File: src/rtl/ipb_pkg.sv
/*
 holds the offsets, field layouts, reset values and the priority carrier type of the
 interrupt priority bank for sources seven to ten.
 assumes a 32-bit apb with word-aligned registers.
*/
package ipb_pkg;
    localparam int IPB_NUM_REGS = 4;
    localparam int IPB_AW = 4;
    localparam logic [IPB_AW-1:0] IPB_OFS_CAPTURE = 4'h0;
    localparam logic [IPB_AW-1:0] IPB_OFS_COMPARE = 4'h4;
    localparam logic [IPB_AW-1:0] IPB_OFS_MOTOR_CAN_EXT = 4'h8;
    localparam logic [IPB_AW-1:0] IPB_OFS_FAULT_MISC = 4'hc;
    localparam int IPB_FIELD_W = 3;
    localparam int IPB_FIELD3_LSB = 12;
    localparam int IPB_FIELD2_LSB = 8;
    localparam int IPB_FIELD1_LSB = 4;
    localparam int IPB_FIELD0_LSB = 0;
    localparam logic [15:0] IPB_IMPL_MASK = 16'h7777;
    localparam logic [15:0] IPB_REG_RESET = 16'h0000;
    localparam logic [2:0] IPB_PRIO_LOWEST = 3'h0;
    localparam logic [2:0] IPB_PRIO_HIGHEST = 3'h7;

    typedef logic [2:0] ipb_prio_t;

    typedef struct packed {
        ipb_prio_t capture6_priority;
        ipb_prio_t capture5_priority;
        ipb_prio_t capture4_priority;
        ipb_prio_t capture3_priority;
        ipb_prio_t compare8_priority;
        ipb_prio_t compare7_priority;
        ipb_prio_t compare6_priority;
        ipb_prio_t compare5_priority;
        ipb_prio_t motor_pulse_priority;
        ipb_prio_t second_can_priority;
        ipb_prio_t external4_priority;
        ipb_prio_t external3_priority;
        ipb_prio_t fault_a_priority;
        ipb_prio_t low_voltage_priority;
        ipb_prio_t converter_iface_priority;
        ipb_prio_t encoder_priority;
    } ipb_prios_t;
endpackage

File: src/rtl/ipb_bank.sv
/*
 holds the apb slave and the four priority registers of the bank, and drives every
 field out to the interrupt arbitration logic.
 assumes an apb3/apb4 master on pclk; pstrb may be tied high by an apb3 master.
*/
// Our own choices: the APB register port and the placing of the registers.
`timescale 1ns/100ps
module ipb_bank
    import ipb_pkg::*;
(
    input wire logic pclk, // clock, 50 MHz
    input wire logic presetn, // async reset, active low
    input wire logic psel, // apb select
    input wire logic penable, // apb access phase
    input wire logic pwrite, // apb direction
    input wire logic [31:0] paddr, // apb byte address
    input wire logic [31:0] pwdata, // apb write data
    input wire logic [3:0] pstrb, // apb byte strobes
    output logic [31:0] prdata, // apb read data, registered
    output logic pready, // apb ready, registered
    output logic pslverr, // apb error, registered
    output ipb_prios_t prios_q // priorities to the arbiter
);
    logic [15:0] regs [IPB_NUM_REGS];
    logic [IPB_NUM_REGS-1:0] wr_sel;
    logic [1:0] reg_idx;
    logic addr_hit;
    logic setup;
    logic access_end;

    function automatic logic [1:0] decode_idx(input logic [31:0] addr);
        logic [1:0] idx;
        idx = 2'h0;
        if (addr[IPB_AW-1:0] == IPB_OFS_CAPTURE) begin
            idx = 2'h0;
        end else if (addr[IPB_AW-1:0] == IPB_OFS_COMPARE) begin
            idx = 2'h1;
        end else if (addr[IPB_AW-1:0] == IPB_OFS_MOTOR_CAN_EXT) begin
            idx = 2'h2;
        end else begin
            idx = 2'h3;
        end
        return idx;
    endfunction

    function automatic ipb_prio_t field(input logic [15:0] r, input int lsb);
        return r[lsb +: IPB_FIELD_W];
    endfunction

    always_comb begin
        addr_hit = (paddr[31:IPB_AW] == '0) && (paddr[1:0] == 2'h0);
        reg_idx = decode_idx(paddr);
        // answer lands one cycle after setup: ready goes high in the access phase
        setup = psel && !penable;
        // writes land only at the edge that completes the access phase
        access_end = psel && penable && pready;
        for (int i = 0; i < IPB_NUM_REGS; i++) begin
            wr_sel[i] = access_end && pwrite && addr_hit && (reg_idx == i[1:0]);
        end
    end

    for (genvar g = 0; g < IPB_NUM_REGS; g++) begin : g_reg
        ipb_reg16 u_reg (
            .pclk(pclk),
            .presetn(presetn),
            .wr_en(wr_sel[g]),
            .be(pstrb[1:0]),
            .wdata(pwdata[15:0]),
            .value_q(regs[g])
        );
    end

    // apb handshake: one wait-free access phase, error on unmapped address
    always_ff @(posedge pclk or negedge presetn) begin
        if (!presetn) begin
            pready <= 1'b0;
            pslverr <= 1'b0;
        end else begin
            pready <= setup;
            pslverr <= setup && !addr_hit;
        end
    end

    always_ff @(posedge pclk or negedge presetn) begin
        if (!presetn) begin
            prdata <= 32'h0000_0000;
        end else if (setup && !pwrite && addr_hit) begin
            prdata <= {16'h0000, regs[reg_idx] & IPB_IMPL_MASK};
        end else if (setup) begin
            prdata <= 32'h0000_0000;
        end
    end

    // field map onto the arbiter's priority inputs
    always_ff @(posedge pclk or negedge presetn) begin
        if (!presetn) begin
            prios_q <= '0;
        end else begin
            prios_q.capture6_priority <= field(regs[0], IPB_FIELD3_LSB);
            prios_q.capture5_priority <= field(regs[0], IPB_FIELD2_LSB);
            prios_q.capture4_priority <= field(regs[0], IPB_FIELD1_LSB);
            prios_q.capture3_priority <= field(regs[0], IPB_FIELD0_LSB);
            prios_q.compare8_priority <= field(regs[1], IPB_FIELD3_LSB);
            prios_q.compare7_priority <= field(regs[1], IPB_FIELD2_LSB);
            prios_q.compare6_priority <= field(regs[1], IPB_FIELD1_LSB);
            prios_q.compare5_priority <= field(regs[1], IPB_FIELD0_LSB);
            prios_q.motor_pulse_priority <= field(regs[2], IPB_FIELD3_LSB);
            prios_q.second_can_priority <= field(regs[2], IPB_FIELD2_LSB);
            prios_q.external4_priority <= field(regs[2], IPB_FIELD1_LSB);
            prios_q.external3_priority <= field(regs[2], IPB_FIELD0_LSB);
            prios_q.fault_a_priority <= field(regs[3], IPB_FIELD3_LSB);
            prios_q.low_voltage_priority <= field(regs[3], IPB_FIELD2_LSB);
            prios_q.converter_iface_priority <= field(regs[3], IPB_FIELD1_LSB);
            prios_q.encoder_priority <= field(regs[3], IPB_FIELD0_LSB);
        end
    end

    property p_ready_one;
        @(posedge pclk) disable iff (!presetn)
        psel && !penable |=> pready ##1 !pready;
    endproperty
    a_ready_one: assert property (p_ready_one)
        else $error("ready not one cycle");

    property p_ready_pulse;
        @(posedge pclk) disable iff (!presetn)
        pready |=> !pready;
    endproperty
    a_ready_pulse: assert property (p_ready_pulse)
        else $error("ready held too long");

    property p_err_with_ready;
        @(posedge pclk) disable iff (!presetn)
        pslverr |-> pready;
    endproperty
    a_err_with_ready: assert property (p_err_with_ready)
        else $error("error without ready");

    property p_unmapped_err;
        @(posedge pclk) disable iff (!presetn)
        psel && !penable && paddr[31:IPB_AW] != '0 |=> pslverr && pready;
    endproperty
    a_unmapped_err: assert property (p_unmapped_err)
        else $error("unmapped access not refused");

    property p_miss_rd_zero;
        @(posedge pclk) disable iff (!presetn)
        psel && !penable && !addr_hit |=> prdata == 32'h0000_0000 && pslverr;
    endproperty
    a_miss_rd_zero: assert property (p_miss_rd_zero)
        else $error("refused access returned data");

    property p_rd_hi_zero;
        @(posedge pclk) disable iff (!presetn)
        pready |-> prdata[31:16] == 16'h0000
            && (prdata[15:0] & ~IPB_IMPL_MASK) == 16'h0000;
    endproperty
    a_rd_hi_zero: assert property (p_rd_hi_zero)
        else $error("unimplemented bits read nonzero");

    property p_rd_data;
        @(posedge pclk) disable iff (!presetn)
        psel && !penable && !pwrite && addr_hit
        |=> prdata[15:0] == ($past(regs[reg_idx]) & IPB_IMPL_MASK);
    endproperty
    a_rd_data: assert property (p_rd_data)
        else $error("read data differs from register");

    property p_prdata_hold;
        @(posedge pclk) disable iff (!presetn)
        !(psel && !penable) |=> $stable(prdata);
    endproperty
    a_prdata_hold: assert property (p_prdata_hold)
        else $error("read data changed outside setup");

    property p_miss_no_write;
        @(posedge pclk) disable iff (!presetn)
        psel && penable && pready && !addr_hit
        |=> $stable(regs[0]) && $stable(regs[1])
            && $stable(regs[2]) && $stable(regs[3]);
    endproperty
    a_miss_no_write: assert property (p_miss_no_write)
        else $error("refused write changed a register");

    property p_rd_no_write;
        @(posedge pclk) disable iff (!presetn)
        !(psel && penable && pready && pwrite)
        |=> $stable(regs[0]) && $stable(regs[1])
            && $stable(regs[2]) && $stable(regs[3]);
    endproperty
    a_rd_no_write: assert property (p_rd_no_write)
        else $error("register changed without a write");

    property p_lane_hi_kept;
        @(posedge pclk) disable iff (!presetn)
        wr_sel[0] && !pstrb[1] |=> regs[0][15:8] == $past(regs[0][15:8]);
    endproperty
    a_lane_hi_kept: assert property (p_lane_hi_kept)
        else $error("unstrobed upper byte written");

    property p_reset_zero;
        @(posedge pclk)
        $rose(presetn) |-> prios_q == '0 && prdata == 32'h0000_0000
            && !pready && !pslverr;
    endproperty
    a_reset_zero: assert property (p_reset_zero)
        else $error("outputs not clear after reset");

    property p_cap6_map;
        @(posedge pclk) disable iff (!presetn)
        ##1 prios_q.capture6_priority == $past(regs[0][14:12]);
    endproperty
    a_cap6_map: assert property (p_cap6_map)
        else $error("capture6 map wrong");

    property p_cap5_map;
        @(posedge pclk) disable iff (!presetn)
        ##1 prios_q.capture5_priority == $past(regs[0][10:8]);
    endproperty
    a_cap5_map: assert property (p_cap5_map)
        else $error("capture5 map wrong");

    property p_cap4_map;
        @(posedge pclk) disable iff (!presetn)
        ##1 prios_q.capture4_priority == $past(regs[0][6:4]);
    endproperty
    a_cap4_map: assert property (p_cap4_map)
        else $error("capture4 map wrong");

    property p_cap3_map;
        @(posedge pclk) disable iff (!presetn)
        ##1 prios_q.capture3_priority == $past(regs[0][2:0]);
    endproperty
    a_cap3_map: assert property (p_cap3_map)
        else $error("capture3 map wrong");

    property p_cmp8_map;
        @(posedge pclk) disable iff (!presetn)
        ##1 prios_q.compare8_priority == $past(regs[1][14:12]);
    endproperty
    a_cmp8_map: assert property (p_cmp8_map)
        else $error("compare8 map wrong");

    property p_cmp7_map;
        @(posedge pclk) disable iff (!presetn)
        ##1 prios_q.compare7_priority == $past(regs[1][10:8]);
    endproperty
    a_cmp7_map: assert property (p_cmp7_map)
        else $error("compare7 map wrong");

    property p_cmp6_map;
        @(posedge pclk) disable iff (!presetn)
        ##1 prios_q.compare6_priority == $past(regs[1][6:4]);
    endproperty
    a_cmp6_map: assert property (p_cmp6_map)
        else $error("compare6 map wrong");

    property p_cmp5_map;
        @(posedge pclk) disable iff (!presetn)
        ##1 prios_q.compare5_priority == $past(regs[1][2:0]);
    endproperty
    a_cmp5_map: assert property (p_cmp5_map)
        else $error("compare5 map wrong");

    property p_motor_map;
        @(posedge pclk) disable iff (!presetn)
        ##1 prios_q.motor_pulse_priority == $past(regs[2][14:12]);
    endproperty
    a_motor_map: assert property (p_motor_map)
        else $error("motor map wrong");

    property p_can_map;
        @(posedge pclk) disable iff (!presetn)
        ##1 prios_q.second_can_priority == $past(regs[2][10:8]);
    endproperty
    a_can_map: assert property (p_can_map)
        else $error("second can map wrong");

    property p_ext4_map;
        @(posedge pclk) disable iff (!presetn)
        ##1 prios_q.external4_priority == $past(regs[2][6:4]);
    endproperty
    a_ext4_map: assert property (p_ext4_map)
        else $error("external4 map wrong");

    property p_ext3_map;
        @(posedge pclk) disable iff (!presetn)
        ##1 prios_q.external3_priority == $past(regs[2][2:0]);
    endproperty
    a_ext3_map: assert property (p_ext3_map)
        else $error("external3 map wrong");

    property p_fault_map;
        @(posedge pclk) disable iff (!presetn)
        ##1 prios_q.fault_a_priority == $past(regs[3][14:12]);
    endproperty
    a_fault_map: assert property (p_fault_map)
        else $error("fault a map wrong");

    property p_lvd_map;
        @(posedge pclk) disable iff (!presetn)
        ##1 prios_q.low_voltage_priority == $past(regs[3][10:8]);
    endproperty
    a_lvd_map: assert property (p_lvd_map)
        else $error("low voltage map wrong");

    property p_conv_map;
        @(posedge pclk) disable iff (!presetn)
        ##1 prios_q.converter_iface_priority == $past(regs[3][6:4]);
    endproperty
    a_conv_map: assert property (p_conv_map)
        else $error("converter map wrong");

    property p_enc_map;
        @(posedge pclk) disable iff (!presetn)
        ##1 prios_q.encoder_priority == $past(regs[3][2:0]);
    endproperty
    a_enc_map: assert property (p_enc_map)
        else $error("encoder map wrong");

    property p_follow;
        @(posedge pclk) disable iff (!presetn)
        wr_sel[0] && pstrb[1]
        |=> ##1 prios_q.capture6_priority == $past(pwdata[14:12], 2);
    endproperty
    a_follow: assert property (p_follow)
        else $error("priority output lags write");

    property p_follow_cmp;
        @(posedge pclk) disable iff (!presetn)
        wr_sel[1] && pstrb[1]
        |=> ##1 prios_q.compare7_priority == $past(pwdata[10:8], 2);
    endproperty
    a_follow_cmp: assert property (p_follow_cmp)
        else $error("compare7 output lags write");

    property p_follow_can;
        @(posedge pclk) disable iff (!presetn)
        wr_sel[2] && pstrb[1]
        |=> ##1 prios_q.second_can_priority == $past(pwdata[10:8], 2);
    endproperty
    a_follow_can: assert property (p_follow_can)
        else $error("second can output lags write");

    property p_follow_enc;
        @(posedge pclk) disable iff (!presetn)
        wr_sel[3] && pstrb[0]
        |=> ##1 prios_q.encoder_priority == $past(pwdata[2:0], 2);
    endproperty
    a_follow_enc: assert property (p_follow_enc)
        else $error("encoder output lags write");
endmodule

File: src/rtl/ipb_reg16.sv
/*
 holds one 16-bit priority register with four 3-bit fields.
 assumes a decoded write strobe and byte enables on pclk.
*/
`timescale 1ns/100ps
module ipb_reg16
    import ipb_pkg::*;
(
    input wire logic pclk, // clock
    input wire logic presetn, // async reset, active low
    input wire logic wr_en, // write strobe
    input wire logic [1:0] be, // byte enables
    input wire logic [15:0] wdata, // write data
    output logic [15:0] value_q // stored value
);
    logic [15:0] lane_mask;

    always_comb begin
        lane_mask = {{8{be[1]}}, {8{be[0]}}} & IPB_IMPL_MASK;
    end

    always_ff @(posedge pclk or negedge presetn) begin
        if (!presetn) begin
            value_q <= IPB_REG_RESET;
        end else if (wr_en) begin
            value_q <= (value_q & ~lane_mask) | (wdata & lane_mask);
        end
    end

    property p_unimpl_zero;
        @(posedge pclk) disable iff (!presetn)
        (value_q & ~IPB_IMPL_MASK) == 16'h0000;
    endproperty
    a_unimpl_zero: assert property (p_unimpl_zero)
        else $error("unimplemented bit set");

    property p_write_lands;
        @(posedge pclk) disable iff (!presetn)
        wr_en && (be == 2'h3) |=> value_q == ($past(wdata) & IPB_IMPL_MASK);
    endproperty
    a_write_lands: assert property (p_write_lands)
        else $error("write not stored");

    property p_hold;
        @(posedge pclk) disable iff (!presetn)
        !wr_en |=> $stable(value_q);
    endproperty
    a_hold: assert property (p_hold)
        else $error("register changed without write");
endmodule

File: config.mk
export PLATFORM = sky130hd
export DESIGN_NAME = ipb_bank
export DESIGN_NICKNAME = d
export VERILOG_FILES = /design/src/rtl/ipb_pkg.sv /design/src/rtl/ipb_bank.sv /design/src/rtl/ipb_reg16.sv
export SDC_FILE = /design/constraint.sdc
export NUM_CORES = 1
export LEC_CHECK = 0
export BUFFER_PORTS_ARGS = -buffer_cell sky130_fd_sc_hd__clkbuf_2
export CAP_MARGIN = 20
export CORE_MARGIN = 2
export CORE_UTILIZATION = 53
export DETAILED_ROUTE_END_ITERATION = 8
export PLACE_DENSITY = 0.83
export SLEW_MARGIN = 20
export SYNTH_ARGS = -nofsm -noshare
export SYNTH_HDL_FRONTEND = slang
export SYNTH_SLANG_ARGS = --single-unit
File: constraint.sdc
create_clock -name pclk -period 4.3 [get_ports pclk]
set_input_delay 0.215 -clock pclk [delete_from_list [all_inputs] [get_ports pclk]]
set_output_delay 0.215 -clock pclk [all_outputs]
set_load 0.01 [all_outputs]
==> qor.tcl, run 1 <==
set qor(run_status) {completed}
set qor(start_kind) {input port}
set qor(firstDrtPassIters) 4
set qor(maximum_count_of_clock_buffers_along_a_single_path) 2
set qor(cts-htree-levels) 3
set qor(vdd_drop_max_mv) 0.188
set qor(placement.io_buffers) 112
set qor(crit_required_ps) 4570
set qor(syn_to_final_growth_pct) 17.9
set qor(place_congestion) 0.764
set qor(synthesized_cell_area_um2) 4290
set qor(floorplan.die.width_um) 94.0
set qor(synth.top_cells.by_area) {dfrtp_1, mux2_2, buf_4}
set qor(design_power_total_mw) 1.71
set qor(yosysSeqAreaShare) 0.642
set qor(syn-mean-instance-area_um2) 14.8
set qor(initial_antenna_violation_count) 0
set qor(worst-endpoint-arrival_ps) 2720
set qor(finalClockSkew_ps) 13.7
set qor(drv_slew) 0
set qor(post_synth_inst_count) 290
set qor(setup_tns_ps) 0
set qor(timing.hold.worst.class) {input port to flop}
set qor(synth_area_leader_cell) {dfrtp_1}
set qor(drcViolationCount) 0
set qor(count_of_flip_flops_with_a_built_in_enable_after_synthesis) 0
set qor(grt_pass1_wl_um) 14100
set qor(final_hold_violating_endpoints) 0
set qor(worst_skew_pair.late_latency_ps) 370
set qor(grt_pass1_vias) 2678
set qor(leakagePower_nw) 2.71
set qor(grt_remaining_overflow) 0
set qor(worst-setup-path-type) {input port to flop}
set qor(share_of_yosys_cell_area_claimed_by_the_top_area_cell_type) 0.642
set qor(dp_hpwl_um) 6400
set qor(detail_route.wirelength_um) 9360
set qor(core_area_um2) 7770
set qor(antenna_violating_nets_remaining) 0
set qor(dieHeight_um) 94.0
set qor(cts_tree) {done}
set qor(mostFrequentLayoutCells) {clkbuf_2, dfrtp_1, mux2_2}
set qor(setup_viol) 0
set qor(period_share) 0.571
set qor(crit_path_end_kind) {flop}
set qor(number_of_drc_markers_in_iteration_0) 165
set qor(rsz_0062_raised_after_global_routing) {false}
set qor(global_route.usage.total) 0.218
set qor(clock_sink_count) 110
set qor(drive_above_1_share) 0.475
set qor(post_cts.repair.setup_buffers) 0
set qor(cts-resized-gates) 0
set qor(cts.reportedPaths.clkPinSlew_ps) 100
set qor(ys_ff_latch) 110
set qor(hold_buffers) 1
set qor(layout_setup_ws_ps) 1840
set qor(fmax_mhz) 407
set qor(async_set_reset_flop_share_out_of_synthesis) 1.00
set qor(largest_net_degree_at_the_start_of_global_routing) 61
set qor(max_cap_viol_count) 0
set qor(synth_ff_type) {dfrtp_1}
set qor(cts_root_buffer) {clkbuf_8}
set qor(timing_worst_slew_pin_value_ps) 713
set qor(power_per_cell_area_nw_per_um2) 339
set qor(synth.yosys.warnings) 0
set qor(start_util) 0.552
set qor(min_period_ps) 2460
set qor(design.die.area_um2) 8830
set qor(std_cell_rows) 32
set qor(detail_route.vias_per_cell) 5.42
set qor(cts_buffers) 9
set qor(worst_slew_margin_rel) 0.525
set qor(wl_per_cell_um) 18.3
set qor(route.vias.total) 2764
set qor(antenna-diode-count) 0
set qor(synth.lib_cells_used.distinct) 28
set qor(boundary_pins) 155
set qor(place_worst_setup_slack_ps) 1460
set qor(layout_commonest_cell) {clkbuf_2}
set qor(highest_fanout_seen_on_the_critical_path) 7
set qor(layout.nets) 476
[kinds of logic (layout without fill, tap and decap cells)]
family	after synthesis	in the layout	share of synthesized area
compound gates	38	38	0.0653
buf+inv	35	134	0.0502
flops	110	110	0.642
mux	60	60	0.158
other cells	1	20	0.000874
simple gates	46	46	0.0843
[report_power, final]
group	internal (mW)	leakage, nW	switching, mW	total, mW
combinational	0.0302	1.09	0.0657	0.0959
clock	0.233	0.0918	0.350	0.583
sequential	1.03	1.54	0.000471	1.04
[worst paths after layout]
path / startpoint / endpoint / slack [ps] / cells past startpoint
setup / recovery: paddr[6] / flop / 1840 / 5
hold / removal: pwdata[6] / flop / 110 / 2
setup reg to reg: pready$_DFF_PN0_ / flop / 2310 / 4
hold reg to reg: flop / prios_q[40]$_DFF_PN0_ / 400 / 0
max in group asynchronous: presetn / asynchronous set/reset pin / 2790 / 3
min in group asynchronous: presetn / prios_q[33]$_DFF_PN0_ / 430 / 2
[metrics by stage]
stage / hold WS (ps) / area, µm² / instances / utilization
3_3_place_gp: 303 / 4860 / 493 / 0.626
2_1_floorplan: -80.6 / 4360 / 309 / -
3_5_place_dp: 312 / 4860 / 493 / 0.626
6_report: 110 / 5050 / 510 / 0.651
4_1_cts: 115 / 5050 / 510 / 0.651
5_1_grt: 114 / 5050 / 510 / 0.651
[per-layer routing]
layer	vias up	part of all wire	global-route usage
met3	14	0.058	0.0313
met4	0	0.017	0.0894
met1	1410	0.41	0.282
met5	-	0	0
met2	93	0.52	0.370
li1	1247	-	-
[synth_stat cells, types with 2 or more instances]
cell and number:
nor2b_1 2, nand4b_1 2, buf_4 20, o31ai_1 2, o22a_1 10, nand2_1 12
nand2b_1 3, inv_1 3, nand4_1 3, or3_1 2, mux2_2 58, clkbuf_1 10
mux2_1 2, nor4_4 6, or4_1 4, dfrtp_1 110, o21ai_0 12, o221ai_1 12
and4_1 2, nor4_1 7
[cell type report]
| cell class | count | area [µm²] |
|---|---|---|
| Sequential cell | 110 | 2750 |
| Clock inverter | 5 | 41.3 |
| Fill cell | 584 | 2710 |
| Clock buffer | 11 | 141 |
| Tap cell | 102 | 128 |
| Multi-Input combinational cell | 164 | 1390 |
| Timing Repair Buffer | 115 | 588 |
| Inverter | 3 | 11.3 |
[worst max-delay path: stages]
cell and delay (ps):
clkbuf_2 80, or4_1 540, or4_1 820, nor4_4 650, mux2_2 410
(Power assumes the default switching activity.)
==> run 2: changes to the inputs <==
CORE_UTILIZATION = 44   (was 53)
PLACE_DENSITY = 0.73   (was 0.83)
clock period = 2.24 ns   (was 4.3 ns; I/O delays follow)
==> qor.tcl, run 2 (same netlist as run 1, synthesis figures left out) <==
set qor(worst-setup-path-type) {input port to flop}
set qor(worst_slew_margin_rel) 0.554 ;# +0.0290
set qor(layout_commonest_cell) {clkbuf_2}
set qor(cts_root_buffer) {clkbuf_8}
set qor(grt_remaining_overflow) 0 ;# unchanged
set qor(boundary_pins) 155 ;# unchanged
set qor(std_cell_rows) 36 ;# +13%
set qor(leakagePower_nw) 2.83 ;# +4.2%
set qor(final_hold_violating_endpoints) 0 ;# unchanged
set qor(finalClockSkew_ps) 10.3 ;# -3.42 ps
set qor(period_share) 0.920
set qor(run_status) {completed}
set qor(setup_tns_ps) 0 ;# unchanged
set qor(power_per_cell_area_nw_per_um2) 653 ;# +93%
set qor(floorplan.die.width_um) 103 ;# +9.3%
set qor(drv_slew) 0 ;# unchanged
set qor(worst-endpoint-arrival_ps) 2310 ;# -410 ps
set qor(cts_buffers) 9 ;# unchanged
set qor(design_power_total_mw) 3.46 ;# +100%
set qor(seqPwrFrac) 0.574 ;# -0.030
set qor(switching_share) 0.217 ;# -0.0255
set qor(switchingPower_uw) 752 ;# +81%
set qor(detail_route.wirelength_um) 9640 ;# +3.0%
set qor(drcViolationCount) 0 ;# unchanged
set qor(power_report.internal_total_mw) 2.71 ;# +110%
set qor(critical_path.max_stage_delay_ps) 540 ;# -280 ps
set qor(cp_slowest_cell) {or4_1}
set qor(setup_viol) 0 ;# unchanged
set qor(dieHeight_um) 103 ;# +9.3%
set qor(worst_skew_pair.late_latency_ps) 360 ;# about the same
set qor(area_taken_by_multi_input_logic_gates_um2) 1400 ;# +0.36%
set qor(antenna-diode-count) 0 ;# unchanged
set qor(max_cap_viol_count) 0 ;# unchanged
set qor(maximum_count_of_clock_buffers_along_a_single_path) 2 ;# unchanged
set qor(grt_pass1_wl_um) 14500 ;# +3.0%
set qor(drive_above_1_share) 0.504 ;# +0.0280
set qor(wl_per_cell_um) 17.2 ;# -6.2%
set qor(largest_net_degree_at_the_start_of_global_routing) 57 ;# -6.6%
set qor(critical_path.cell_chain) {clkbuf_2, or4_1, or4_1, buf_4, nor4_4, buf_4, mux2_2}
set qor(detail_route.vias_per_cell) 5.11 ;# -5.7%
set qor(worst_path_dominant_cell_family) {simple AND/OR/NAND/NOR gates}
set qor(number_of_drc_markers_in_iteration_0) 126 ;# -24%
set qor(grt_pass1_vias) 2888 ;# +7.8%
set qor(crit_path_end_kind) {flop}
set qor(highest_fanout_seen_on_the_critical_path) 7 ;# unchanged
set qor(place_congestion) 0.844 ;# +10%
set qor(number_of_cells_in_the_finished_layout_apart_from_fillers) 560 ;# +9.8%
set qor(antenna_violating_nets_remaining) 0 ;# unchanged
set qor(initial_antenna_violation_count) 0 ;# unchanged
set qor(global_route.usage.total) 0.188 ;# -0.0297
set qor(placement.io_buffers) 112 ;# unchanged
set qor(mostFrequentLayoutCells) {clkbuf_2, dfrtp_1, mux2_2}
set qor(timing.critical_path.buf_inv) 3 ;# +2
set qor(firstDrtPassIters) 4 ;# unchanged
set qor(part_of_the_total_power_dissipated_in_the_clock_network) 0.368 ;# +0.028
set qor(place.detailed.instances) 544 ;# +10%
set qor(timing.hold.worst.class) {input port to flop}
set qor(fmax_mhz) 486
set qor(start_util) 0.447 ;# -0.105
set qor(clock_sink_count) 110 ;# unchanged
set qor(timing_worst_slew_pin_value_ps) 669 ;# -43.5 ps
set qor(start_kind) {input port}
set qor(vdd_drop_max_mv) 0.306 ;# +63%
set qor(min_period_ps) 2060
set qor(syn_to_final_growth_pct) 23.6
set qor(cts-resized-gates) 0 ;# unchanged
set qor(route.vias.total) 2862 ;# +3.5%
set qor(crit_required_ps) 2490 ;# -2080 ps
set qor(cts.reportedPaths.clkPinSlew_ps) 90 ;# about the same
set qor(fillerInstances) 778 ;# +33%
set qor(core_area_um2) 9590 ;# +24%
set qor(register_area_um2) 2750 ;# unchanged
set qor(timing.hold.worst.start) {pwdata[13]}
set qor(rsz_0062_raised_after_global_routing) {false}
set qor(layout.nets) 496 ;# +4.2%
set qor(critical_path.reg2reg.startpoint) {pready$_DFF_PN0_}
set qor(cts_tree) {done}
set qor(design.die.area_um2) 10600 ;# +20%
set qor(cts-htree-levels) 3 ;# unchanged
set qor(pwr-share-comb) 0.058 ;# +0.002
set qor(critical_path_startpoint) {paddr[6]}
set qor(dp_hpwl_um) 6950 ;# +8.7%
## run 2: cell types whose count changed in the layout (fill, tap and decap cells not counted), sizes merged
cell	delta
buf	+20
bufinv	+2
inv	-2
clkbuf	-1
clkinv	-1
clkinvlp	+1
## run 2: layout make-up
type,instances,share of cell area
Inverter,3,0.00212
Tap cell,133,0.0314
Multi-Input combinational cell,164,0.264
Timing Repair Buffer,135,0.142
Clock buffer,10,0.0260
Clock inverter,5,0.0158
Sequential cell,110,0.519
## run 2: metrics by stage
stage	util	cell area, µm²	hold slack [ps]	setup slack (ps)
after floorplan	-	4360	-184	51.8
after global placement	0.528	5070	192	-193
after detailed placement	0.528	5070	199	-191
after CTS	0.552	5300	19.4	190
after global routing	0.552	5300	25.2	102
final	0.552	5300	22.5	180
## run 2: metal layers
metal	track usage	share of wire
met1	0.241	0.41
met2	0.300	0.50
met3	0.0339	0.045
met4	0.113	0.044
met5	0	0
## run 2: worst reg2reg max path, delay by kind of cell, from the launching register on
kind,cells,cell delay [ps]
buf+inv,1,220
flops,1,360
mux,1,350
simple gates,3,790
## run 2: final timing paths
kind	to	slack [ps]	depth (start not counted)
worst max-delay path	flop	180	7
worst min-delay path	flop	20	2
worst max register to register	flop	430	5
worst min register to register	prios_q[31]$_DFF_PN0_	400	0
max in group asynchronous	prdata[10]$_DFFE_PN0P_	1230	3
min in group asynchronous	prios_q[38]$_DFF_PN0_	320	2
## run 2: power groups by stage
stage / Sequential, mW / Clock [mW] / Combinational (mW)
3_5_place_dp: 2.03 / 0 / 0.199
6_report: 1.99 / 1.27 / 0.199
3_3_place_gp: 2.03 / 0 / 0.194
5_1_grt: 1.99 / 1.37 / 0.222
4_1_cts: 1.99 / 1.29 / 0.201
2_1_floorplan: 2.03 / 0 / 0.0954
## run 2: repair_timing
item / 4_1_cts / 5_1_grt
hold buffers: 1 / 0
setup buffers: 0 / 0
hold endpoints to repair: 54 / 0
